### src/logic/pmwd_map.vh
`ifndef PMWD_MAP_VH
`define PMWD_MAP_VH
// special function register addresses
`define PMWD_ADDR_POWER_CONTROL_REGISTER 8'h87
`define PMWD_ADDR_KEY 8'hA6
`define PMWD_ADDR_PRESC 8'hA7
// power control register bit positions
`define PMWD_BIT_IDLE 0
`define PMWD_BIT_PDOWN 1
`define PMWD_BIT_GF0 2
`define PMWD_BIT_GF1 3
// watchdog key bytes
`define PMWD_KEY_FIRST 8'h1E
`define PMWD_KEY_SECOND 8'hE1
// watchdog figures
`define PMWD_WD_WIDTH 14
`define PMWD_WD_TOP 14'h3FFF
`define PMWD_PRESC_BITS 7
`define PMWD_OSC_PER_MC 12
`define PMWD_RST_PULSE_OSC 96
`define PMWD_RST_HOLD_MC 2
// reset values
`define PMWD_POWER_CONTROL_REGISTER_RESET 8'h00
`define PMWD_PRESC_RESET 8'h00
`endif

### src/logic/pmwd_core.v
`timescale 1ns/1ps
`include "pmwd_map.vh"
// Behaviour
// idle-setting instruction is last before idle
// idle gates cpu clock, peripherals keep running
// idle holds registers, ports; ale/program_store_enable_pin high
// enabled interrupt clears idle bit, resumes
// two general flags kept for software
// reset ends idle after two cycles
// power-down stops oscillator, state retained
// power-down left by reset or interrupt
// only enabled external interrupts wake
// low restarts oscillator, release completes exit
// resume after power-down entering instruction
// agent holds wake until oscillator stable
// 14-bit watchdog disabled out of reset
// ordered key pair at 0A6h arms watchdog
// counts per machine cycle, no software disable
// key pair restarts; 3FFFh overflow resets
// overflow drives 96-period high reset pulse
// service register write-only, counter hidden
// software services within 16383 cycles
// 2^7 prescaler controlled at 0A7h
// power-down bit position is a parameter
// select field picks prescaler stages
module pmwd_core #(
  parameter PD_BIT = `PMWD_BIT_PDOWN,
  parameter WD_WIDTH = `PMWD_WD_WIDTH,
  parameter OSC_PER_MC = `PMWD_OSC_PER_MC,
  parameter PULSE_OSC = `PMWD_RST_PULSE_OSC,
  parameter HOLD_MC = `PMWD_RST_HOLD_MC,
  parameter PRESC_BITS = `PMWD_PRESC_BITS
) (
  input wire mclk,
  input wire rst_n,
  input wire ce,
  input wire sfr_wr,
  input wire sfr_rd,
  input wire [7:0] sfr_addr,
  input wire [7:0] sfr_wdata,
  input wire instr_retire,
  input wire irq_pending,
  input wire [1:0] ext_irq_enable,
  input wire ext_irq_zero_high_prio,
  input wire ext_irq_zero_pin,
  input wire ext_irq_one_pin,
  input wire reset_pin_in,
  output reg [7:0] sfr_rdata,
  output reg sfr_rvalid,
  output reg cpu_clk_en,
  output reg periph_clk_en,
  output reg osc_run,
  output reg hold_state,
  output reg ale_force_high,
  output reg program_store_enable_pin_high,
  output reg wake_vector_one,
  output reg wake_irq,
  output reg device_reset,
  output reg reset_pin_out,
  output reg reset_pin_oe,
  output reg idle_active,
  output reg pdown_active
);
  // ----------------------------------------------------------
  // constants and helpers
  // ----------------------------------------------------------
  localparam ST_RUN = 2'd0;
  localparam ST_IDLE = 2'd1;
  localparam ST_PDOWN = 2'd2;
  localparam ST_WAKE = 2'd3;
  localparam PULSE_CYC = PULSE_OSC;
  localparam MC_W = 4;
  localparam PS_W = 8;
  localparam [MC_W-1:0] MC_LAST = OSC_PER_MC - 1;
  localparam [7:0] HOLD_CYC = HOLD_MC * OSC_PER_MC;
  localparam [7:0] PULSE_LAST = PULSE_CYC - 1;
  localparam [3:0] PS_MAX = PRESC_BITS;
  // overflow point is the all-ones count of the counter width
  localparam [WD_WIDTH-1:0] WD_TOP = {WD_WIDTH{1'b1}};
  localparam [WD_WIDTH-1:0] WD_ONE = {{(WD_WIDTH-1){1'b0}}, 1'b1};

  // prescale limit from the select field, saturating at full depth
  function [PS_W-1:0] presc_limit;
    input [2:0] sel;
    reg [3:0] stages;
    begin
      stages = ({1'b0, sel} > PS_MAX) ? PS_MAX : {1'b0, sel};
      presc_limit = (8'h01 << stages) - 8'h01;
    end
  endfunction

  // ----------------------------------------------------------
  // pin synchronisers
  // ----------------------------------------------------------
  wire [2:0] pins_s;
  pmwd_sync #(
    .WIDTH(3),
    .INIT(3'b011)
  ) u_sync (
    .mclk(mclk),
    .rst_n(rst_n),
    .ce(ce),
    .din({reset_pin_in, ext_irq_one_pin, ext_irq_zero_pin}),
    .dout(pins_s)
  );
  wire ext_irq_zero_pin_s = pins_s[0];
  wire ext_irq_one_pin_s = pins_s[1];
  wire rst_pin_s = pins_s[2];

  // ----------------------------------------------------------
  // registers and key detection
  // ----------------------------------------------------------
  reg [7:0] power_control_register;
  reg [7:0] watchdog_prescale_select;
  reg [1:0] state;
  reg [7:0] hold_cnt;
  reg hw_reset;
  wire key_wr = sfr_wr && sfr_addr == `PMWD_ADDR_KEY;
  wire key_done;

  pmwd_keyseq u_key (
    .mclk(mclk),
    .rst_n(rst_n),
    .ce(ce),
    .wr_en(key_wr),
    .wr_data(sfr_wdata),
    .key_done(key_done)
  );

  wire general_flag_zero = power_control_register[`PMWD_BIT_GF0];
  wire general_flag_one = power_control_register[`PMWD_BIT_GF1];

  // ----------------------------------------------------------
  // external reset hold: two machine cycles
  // ----------------------------------------------------------
  always @(posedge mclk) begin
    if (!rst_n) begin
      hold_cnt <= 8'h00;
      hw_reset <= 1'b0;
    end else if (ce) begin
      hw_reset <= 1'b0;
      if (!rst_pin_s || reset_pin_oe) begin
        hold_cnt <= 8'h00;
      end else if (hold_cnt < HOLD_CYC) begin
        hold_cnt <= hold_cnt + 8'h01;
      end else begin
        hw_reset <= 1'b1;
      end
    end
  end

  // ----------------------------------------------------------
  // watchdog: machine-cycle tick, prescaler, counter
  // ----------------------------------------------------------
  reg wd_en;
  reg [MC_W-1:0] mc_cnt;
  reg [PS_W-1:0] ps_cnt;
  reg [WD_WIDTH-1:0] watchdog_counter;
  reg [7:0] pulse_cnt;
  wire mc_tick = osc_run && mc_cnt == MC_LAST;
  wire ps_tick = mc_tick &&
    ps_cnt >= presc_limit(watchdog_prescale_select[2:0]);
  wire wd_ovf = wd_en && ps_tick &&
    watchdog_counter == WD_TOP;

  always @(posedge mclk) begin
    if (!rst_n) begin
      wd_en <= 1'b0;
      mc_cnt <= {MC_W{1'b0}};
      ps_cnt <= {PS_W{1'b0}};
      watchdog_counter <= {WD_WIDTH{1'b0}};
      pulse_cnt <= 8'h00;
      reset_pin_out <= 1'b0;
      reset_pin_oe <= 1'b0;
    end else if (ce) begin
      if (osc_run) begin
        mc_cnt <= mc_tick ? {MC_W{1'b0}} : mc_cnt + 4'h1;
      end
      if (hw_reset || wd_ovf) begin
        wd_en <= 1'b0;
        watchdog_counter <= {WD_WIDTH{1'b0}};
        ps_cnt <= {PS_W{1'b0}};
      end else if (key_done) begin
        wd_en <= 1'b1;
        watchdog_counter <= {WD_WIDTH{1'b0}};
        ps_cnt <= {PS_W{1'b0}};
      end else if (wd_en && mc_tick) begin
        if (ps_tick) begin
          ps_cnt <= {PS_W{1'b0}};
          watchdog_counter <= watchdog_counter + WD_ONE;
        end else begin
          ps_cnt <= ps_cnt + 8'h01;
        end
      end
      if (wd_ovf) begin
        reset_pin_out <= 1'b1;
        reset_pin_oe <= 1'b1;
        pulse_cnt <= 8'h00;
      end else if (reset_pin_oe) begin
        if (pulse_cnt == PULSE_LAST) begin
          reset_pin_out <= 1'b0;
          reset_pin_oe <= 1'b0;
        end else begin
          pulse_cnt <= pulse_cnt + 8'h01;
        end
      end
    end
  end

  // ----------------------------------------------------------
  // power control register and mode machine
  // ----------------------------------------------------------
  wire power_control_register_wr = sfr_wr && sfr_addr == `PMWD_ADDR_POWER_CONTROL_REGISTER;
  wire [1:0] wake_low = ~{ext_irq_one_pin_s, ext_irq_zero_pin_s} & ext_irq_enable;
  reg [1:0] wake_seen;
  reg [1:0] next_state;

  always @* begin
    next_state = state;
    case (state)
      ST_RUN: begin
        // the setting instruction retires before the mode starts
        if (power_control_register[PD_BIT] && instr_retire) begin
          next_state = ST_PDOWN;
        end else if (power_control_register[`PMWD_BIT_IDLE] &&
            instr_retire) begin
          next_state = ST_IDLE;
        end
      end
      ST_IDLE: begin
        if (irq_pending) begin
          next_state = ST_RUN;
        end
      end
      ST_PDOWN: begin
        if (|wake_low) begin
          next_state = ST_WAKE;
        end
      end
      ST_WAKE: begin
        if (|(wake_seen & ~wake_low)) begin
          next_state = ST_RUN;
        end
      end
      default: begin
        next_state = ST_RUN;
      end
    endcase
  end

  always @(posedge mclk) begin
    if (!rst_n || hw_reset || wd_ovf) begin
      state <= ST_RUN;
      power_control_register <= `PMWD_POWER_CONTROL_REGISTER_RESET;
      watchdog_prescale_select <= `PMWD_PRESC_RESET;
      wake_seen <= 2'b00;
      wake_vector_one <= 1'b0;
      wake_irq <= 1'b0;
    end else if (ce) begin
      state <= next_state;
      wake_irq <= 1'b0;
      if (power_control_register_wr) begin
        power_control_register <= sfr_wdata;
      end
      if (sfr_wr && sfr_addr == `PMWD_ADDR_PRESC) begin
        watchdog_prescale_select <= sfr_wdata;
      end
      if (state == ST_IDLE && next_state == ST_RUN) begin
        power_control_register[`PMWD_BIT_IDLE] <= 1'b0;
      end
      if (state == ST_PDOWN) begin
        wake_seen <= wake_low;
      end else if (state == ST_WAKE) begin
        wake_seen <= wake_seen | wake_low;
      end
      if (state == ST_WAKE && next_state == ST_RUN) begin
        power_control_register[PD_BIT] <= 1'b0;
        wake_irq <= 1'b1;
        // both seen: higher priority one is serviced
        wake_vector_one <= (wake_seen == 2'b11) ?
          !ext_irq_zero_high_prio : wake_seen[1];
      end
    end
  end

  // ----------------------------------------------------------
  // mode outputs and register read port
  // ----------------------------------------------------------
  always @(posedge mclk) begin
    if (!rst_n) begin
      cpu_clk_en <= 1'b1;
      periph_clk_en <= 1'b1;
      osc_run <= 1'b1;
      hold_state <= 1'b0;
      ale_force_high <= 1'b0;
      program_store_enable_pin_high <= 1'b0;
      idle_active <= 1'b0;
      pdown_active <= 1'b0;
      device_reset <= 1'b1;
      sfr_rdata <= 8'h00;
      sfr_rvalid <= 1'b0;
    end else if (ce) begin
      cpu_clk_en <= next_state == ST_RUN;
      periph_clk_en <= next_state != ST_PDOWN;
      osc_run <= next_state != ST_PDOWN;
      hold_state <= next_state != ST_RUN;
      ale_force_high <= next_state == ST_IDLE;
      program_store_enable_pin_high <= next_state == ST_IDLE;
      idle_active <= next_state == ST_IDLE;
      pdown_active <= next_state == ST_PDOWN || next_state == ST_WAKE;
      device_reset <= hw_reset || wd_ovf || reset_pin_oe;
      sfr_rvalid <= sfr_rd;
      sfr_rdata <= 8'h00;
      if (sfr_rd && sfr_addr == `PMWD_ADDR_POWER_CONTROL_REGISTER) begin
        sfr_rdata <= power_control_register;
      end else if (sfr_rd && sfr_addr == `PMWD_ADDR_PRESC) begin
        sfr_rdata <= watchdog_prescale_select;
      end
    end
  end
endmodule

### src/logic/pmwd_keyseq.v
`timescale 1ns/1ps
`include "pmwd_map.vh"
// ------------------------------------------------------------
// detects the ordered two-byte key on the service register
// ------------------------------------------------------------
module pmwd_keyseq (
  input wire mclk,
  input wire rst_n,
  input wire ce,
  input wire wr_en,
  input wire [7:0] wr_data,
  output reg key_done
);
  reg armed;

  always @(posedge mclk) begin
    if (!rst_n) begin
      armed <= 1'b0;
      key_done <= 1'b0;
    end else if (ce) begin
      key_done <= 1'b0;
      if (wr_en) begin
        // any other byte breaks the pair
        if (armed && wr_data == `PMWD_KEY_SECOND) begin
          key_done <= 1'b1;
          armed <= 1'b0;
        end else begin
          armed <= (wr_data == `PMWD_KEY_FIRST);
        end
      end
    end
  end
endmodule

### src/logic/pmwd_sync.v
`timescale 1ns/1ps
// ------------------------------------------------------------
// two-stage synchroniser for pin inputs
// ------------------------------------------------------------
module pmwd_sync #(
  parameter WIDTH = 3,
  parameter [WIDTH-1:0] INIT = {WIDTH{1'b1}}
) (
  input wire mclk,
  input wire rst_n,
  input wire ce,
  input wire [WIDTH-1:0] din,
  output reg [WIDTH-1:0] dout
);
  reg [WIDTH-1:0] meta;

  always @(posedge mclk) begin
    if (!rst_n) begin
      meta <= INIT;
      dout <= INIT;
    end else if (ce) begin
      meta <= din;
      dout <= meta;
    end
  end
endmodule

### config.mk
export PLATFORM = sky130hd
export DESIGN_NAME = pmwd_core
export DESIGN_NICKNAME = d
export VERILOG_FILES = /design/src/logic/pmwd_core.v /design/src/logic/pmwd_keyseq.v /design/src/logic/pmwd_sync.v
export VERILOG_INCLUDE_DIRS = /design/src /design/src/logic
export SDC_FILE = /design/constraint.sdc
export NUM_CORES = 1
export LEC_CHECK = 0
export CAP_MARGIN = 10
export CELL_PAD_IN_SITES_DETAIL_PLACEMENT = 1
export CELL_PAD_IN_SITES_GLOBAL_PLACEMENT = 1
export CORE_ASPECT_RATIO = 1.5
export CORE_MARGIN = 3
export CORE_UTILIZATION = 45
export DETAILED_ROUTE_END_ITERATION = 8
export DONT_BUFFER_PORTS = 1
export PLACE_DENSITY = 0.76
export SLEW_MARGIN = 20
export SYNTH_ARGS = -nofsm -noshare
export SYNTH_HDL_FRONTEND = slang
export SYNTH_SLANG_ARGS = --single-unit
### constraint.sdc
create_clock -name mclk -period 3.8 [get_ports mclk]
set_clock_uncertainty 0.05 [all_clocks]
set_input_delay 0.76 -clock mclk [delete_from_list [all_inputs] [get_ports mclk]]
set_output_delay 0.76 -clock mclk [all_outputs]
set_load 0.02 [all_outputs]
# == Word-level counts from Yosys, hierarchy flattened ==
# Index checks and enable logic that the tools add are counted.
# classes
addsub,6
n_bitwise,5
n_mul,0
n_eq_ne,17
n_shift,1
reduce_logical,52
mux,42
n_div,0
order_cmp,2
# op_table
op,n
2-to-1 mux 8 bit,11
2-to-1 mux 14 bit,4
"equality test 8 bit, second input constant",4
"adder 8 x 1 -> 8 bit, second input constant",3
AND reduction 2 bit,11
2-to-1 mux 1 bit,17
2-to-1 mux 2 bit,8
nonzero test 2 bit,8
logical AND 1 bit,15
"adder 14 x 1 -> 14 bit, second input constant",1
"equality test 14 bit, second input constant",1
"equality test 2 bit, second input constant",5
AND reduction 3 bit,3
"equality test 8 x 5 -> 1 bit, second input constant",1
"equality test 8 x 7 -> 1 bit, second input constant",1
>= comparator 8 bit,1
"< comparator 8 x 5 -> 1 bit, second input constant",1
case mux 2 bit (4 select lines),1
"left shift 1 x 3 -> 8 bit, first input constant",1
"subtractor 8 x 1 -> 8 bit, second input constant",1
logical OR 1 bit,6
nonzero test 3 bit,2
"adder 4 x 1 -> 4 bit, second input constant",1
AND 2 bit,2
other kinds (9),16
# word_totals
ram_bits,0
out_inout_bits,22
memories,0
romBits,0
latchBits,0
regBits,91
word_cells,154
in_bits,29

# == Longest topological paths before layout ==
# depth
ltp_word,11
mapped_depth,10
mapped_depth_nobuf,8

# == Hierarchy ==
# A second synthesis with hierarchy kept.
# unflattened
hier_cells,518
area_unflattened_um2,4435.5
# modules_own_cells
module,cells_per_inst,instances,seq_area_each_um2,area_each_um2
pmwd_core,486,1,1661.6,4080.2
pmwd_sync,19,1,120.1,219.0
pmwd_keyseq,13,1,40.0,136.4

# == Worst setup path before layout ==
# OpenSTA, ideal clock, no wires.
# synth_path
path_type,register to register
from,register watchdog_prescale_select[2]
to,register watchdog_counter[9]
period_less_slack_ns,2.454
setup_ns,0.106
t_arrival_ns,2.298
path_buffers,1
path_stages_with_launch,10
setup_slack_ns,1.346
required_time_ns,3.644
path_cell_list,dfxtp_1 > clkbuf_1 > or3_1 > ha_1 > and3_1 > o21ai_1 > a211oi_4 > o32ai_1 > nand2_1 > o311ai_0
# synth_between
elab_chain_cells,9
elab_cells_between_ends,11
cone_classes,add/sub: 1; order compare: 1; shift: 1; mux: 1; reduce/logical: 7
# synth_rtl
item,line_no,rtl
"start, declared",pmwd_core.v:114,reg [7:0] watchdog_prescale_select;
"start signal, assigned",pmwd_core.v:255,watchdog_prescale_select <= `PMWD_PRESC_RESET;
"start signal, assigned",pmwd_core.v:266,watchdog_prescale_select <= sfr_wdata;
left shift 1 x 3 -> 8 bit *,pmwd_core.v:88,presc_limit = (8'h01 << stages) - 8'h01;
subtractor 8 x 1 -> 8 bit *,pmwd_core.v:88,
>= comparator 8 bit *,pmwd_core.v:162,ps_cnt >= presc_limit(watchdog_prescale_select[2:0]);
logical AND 1 bit *,pmwd_core.v:161,wire ps_tick = mc_tick &&
logical AND 1 bit (2 in a row),pmwd_core.v:163,wire wd_ovf = wd_en && ps_tick &&
logical OR 1 bit,pmwd_core.v:179,if (hw_reset || wd_ovf) begin
nonzero test 3 bit (no source line),--,
AND reduction 3 bit (no source line),--,
"end signal, assigned",pmwd_core.v:171,watchdog_counter <= {WD_WIDTH{1'b0}};
"end signal, assigned",pmwd_core.v:181,watchdog_counter <= {WD_WIDTH{1'b0}};
"end signal, assigned",pmwd_core.v:185,watchdog_counter <= {WD_WIDTH{1'b0}};
"end, declared",pmwd_core.v:158,reg [WD_WIDTH-1:0] watchdog_counter;
# Mark *: on every way between the ends. The rest lies on a longest branch, timed or not.
# A chain may end at the register's enable or synchronous reset.

# == Final worst setup path ==
# Ends and elaborated chain as after synthesis.

==> out/metrics.csv <==
metric,value,unit
finalWirelength,10.9,mm
maxCapViolCount,0,
critPathSlowestCell,o32ai_1,
power.density,416,nW/um^2
worst_min_path_class,reg2reg,
synth_top_cell_by_area,dfxtp_1,
cts_num_sinks,91,
power_frac_seq,52.1,%
pwr-share-clk,43.6,%
critPathBufInv,0,
outcome,"finished, final reports clean",
synth-edff-count,0,
detailedRoute.firstIterationViolations,194,
slew-limit-headroom,33.8,%
maxClockFrequency,0.356,GHz
timing_worst_setup_path_type,reg2reg,
synth.net_count,539,
grt_max_degree,44,
setup-violations-final,0,
synth_warnings,0,
synth_top_cells_by_count,"dfxtp_1, nor2_1, nand2_1",
dp_slack,1050,ps
period_needed,2810,ps
postSynthAreaPerCell,8.61,um^2
power.net_switching,0.460,mW
clock_tree_from_tritoncts,yes,
cts_root_buf,clkbuf_16,
clk_latency,340,ps
crit_family,compound AO/OA/AOI/OAI gates,
first_pass_grt_wire_length,18.6,mm
final_max_slew_viol_count,0,
ant_nets,0,
synth_top_area_share,42.5,%
finalHoldViolations,0,
drc,0,
synthFlopType,dfxtp_1,
synth-async-reset-ratio,0,%
leakage,1.77,nW
die_h,125,um
finalNetCount,532,
synthesized_flop_and_latch_total,91,
grt_setup_unrepaired,false,
cp_max_fo,9,
grt_remaining_overflow,0,
maximum_resistive_drop_on_vdd,0.000355,V
fin_ws,994,ps
initial_core_util,46.3,%
floorplan.core_area,9250,um^2
crit_path_cell_trace,"or3_1, ha_1, and3_1, o21ai_1, a211oi_4, o32ai_1, nand2_1, o311ai_0",
grt_antenna_before_repair,0,
die_ar,10700,um^2
holdBufCountCts,0,
timing.reg2reg.setup_slack,990,ps
start_kind,register,
worst-endpoint-arrival,2990,ps
number_of_top_level_design_ports,51,
cts-htree-levels,3,
detailedRoute.firstPassIterationCount,4,
hpwl,7.83,mm
post_synth_inst_count,497,
post_cts_resize_count,0,
portBuffers,0,
seq_area_frac_synth,42.5,%
internal_power,1.46,mW
yosys-top-cells-area,"dfxtp_1, nor2_1, mux2i_1",
num_vias,3682,
cpPeakStageDelay,870,ps
crit_required,3980,ps
globalplace.congestion,0.817,
post_synth_num_cell_types,57,
wire_per_inst,18.0,um
max_slew.worst_pin.slew,989,ps
totalNegativeSetupSlack,0,ps
cp-end-kind,register,
final_layout_size_suffix_gt1_share,6.48,%
mappedNetlistArea,4280,um^2
via_count_of_the_first_global_routing_pass,3924,
floorplan.die.width,85.6,um
final_worst_path_cycle_share,73.8,%
global_route.usage.total,21.3,%
clock_path_buffers,2,
cts_setup_buffers,0,
area_overhead_vs_synth,7.95,%
yosysMostFrequentCell,dfxtp_1,
n_antenna_cell,0,
worst_hold_margin,420,ps
viasPerCell,6.08,
cts_made_buffers,9,
power.switching_fraction,23.9,%
combPwrFrac,4.3,%
clk_transition_reported_paths,70,ps
rows,43,
placed cells by master (no fill, tap or decap), types with 4 or more instances in the layout:
cell type  synthesis  routed
a211oi_1           5       5
a21oi_1           20      20
a221oi_1           9       9
a31oi_1           10      10
and3_1             8       8
and4b_1            4       4
buf_4              3       4
clkbuf_16          0       9
dfxtp_1           91      91
ha_1              13      13
inv_1             12      12
mux2i_1           23      23
nand2_1           39      39
nand2b_1           7       7
nand3_1           20      20
nand4_1           15      15
nand4b_1           4       4
nor2_1            72      72
nor2b_1            7       7
nor3_1            18      18
o21a_1             5       5
o21ai_0           24      24
or3_1              9       9
xnor2_1            5       5
xor2_1            10      10
final timing paths:
| kind | startpoint | to | depth (start not counted) |
|---|---|---|---|
| setup / recovery | watchdog_prescale_select[2]$_SDFFE_PP0P_ | watchdog_counter[9]$_SDFFE_PN0P_ | 8 |
| hold / removal | u_sync.dout[0]$_SDFFE_PN1P_ | u_sync.dout[0]$_SDFFE_PN1P_ | 2 |
| setup reg to reg | watchdog_prescale_select[2]$_SDFFE_PP0P_ | watchdog_counter[9]$_SDFFE_PN0P_ | 8 |
| hold reg to reg | u_sync.dout[0]$_SDFFE_PN1P_ | u_sync.dout[0]$_SDFFE_PN1P_ | 2 |
registers in the layout, summed over array words and instances, names as in the netlist, 2 cells and up:
register and flops:
watchdog_prescale_select 8, u_sync.meta 3, power_control_register 8, watchdog_counter 14, ps_cnt 8, pulse_cnt 8, hold_cnt 8, mc_cnt 4
u_sync.dout 3, sfr_rdata 8, wake_seen 2, state 2
tightest hold or removal path, cell delays in order (launching register included):
cell	delay (ps)
dfxtp_1	320
mux2i_1	60
nand2_1	60
per-stage QoR:
step	instance area, um^2	std cells	total power [mW]	util, %
4_1_cts	4620	606	1.94	49.9
6_report	4620	606	1.92	49.9
3_3_place_gp	4350	591	1.10	47.0
2_1_floorplan	4280	497	1.09	-
5_1_grt	4620	606	1.99	49.9
3_5_place_dp	4350	591	1.10	47.0
power by group through the flow:
stage               clock network, mW  registers [mW]  logic (mW)
floorplan                           0            1.01      0.0766
global placement                    0            1.02      0.0798
detailed placement                  0            1.02      0.0830
CTS                             0.854            1.00      0.0837
global route                    0.892            1.00      0.0948
finish                          0.838            1.00      0.0830
cells by family (layout without fill, tap and decap cells):
| logic type | Yosys count | in the layout | share of synthesized area [%] |
|---|---|---|---|
| simple gates | 222 | 222 | 26.1 |
| compound gates | 97 | 97 | 15.4 |
| flops | 91 | 91 | 42.5 |
| buf+inv | 35 | 32 | 3.62 |
| mux | 23 | 23 | 5.38 |
| xor+xnor | 15 | 15 | 3.07 |
| fa+ha+maj | 13 | 13 | 3.80 |
| other cells | 1 | 1 | 0.0876 |
per-layer routing:
metal,GRT usage [%],vias up,share of wire [%]
met5,0,-,0
met3,5.54,15,4.3
met1,22.1,1827,39
li1,-,1773,-
met2,39.9,67,55
met4,7.92,0,1.7
cell type report:
type	instances	area [um^2]
Inverter	13	48.8
Sequential cell	91	1820
Clock inverter	5	37.5
Tap cell	112	140
Timing Repair Buffer	4	30.0
Multi-Input combinational cell	371	2300
Clock buffer	10	239
Fill cell	1120	4630
Power figures use the tool's default switching activity.
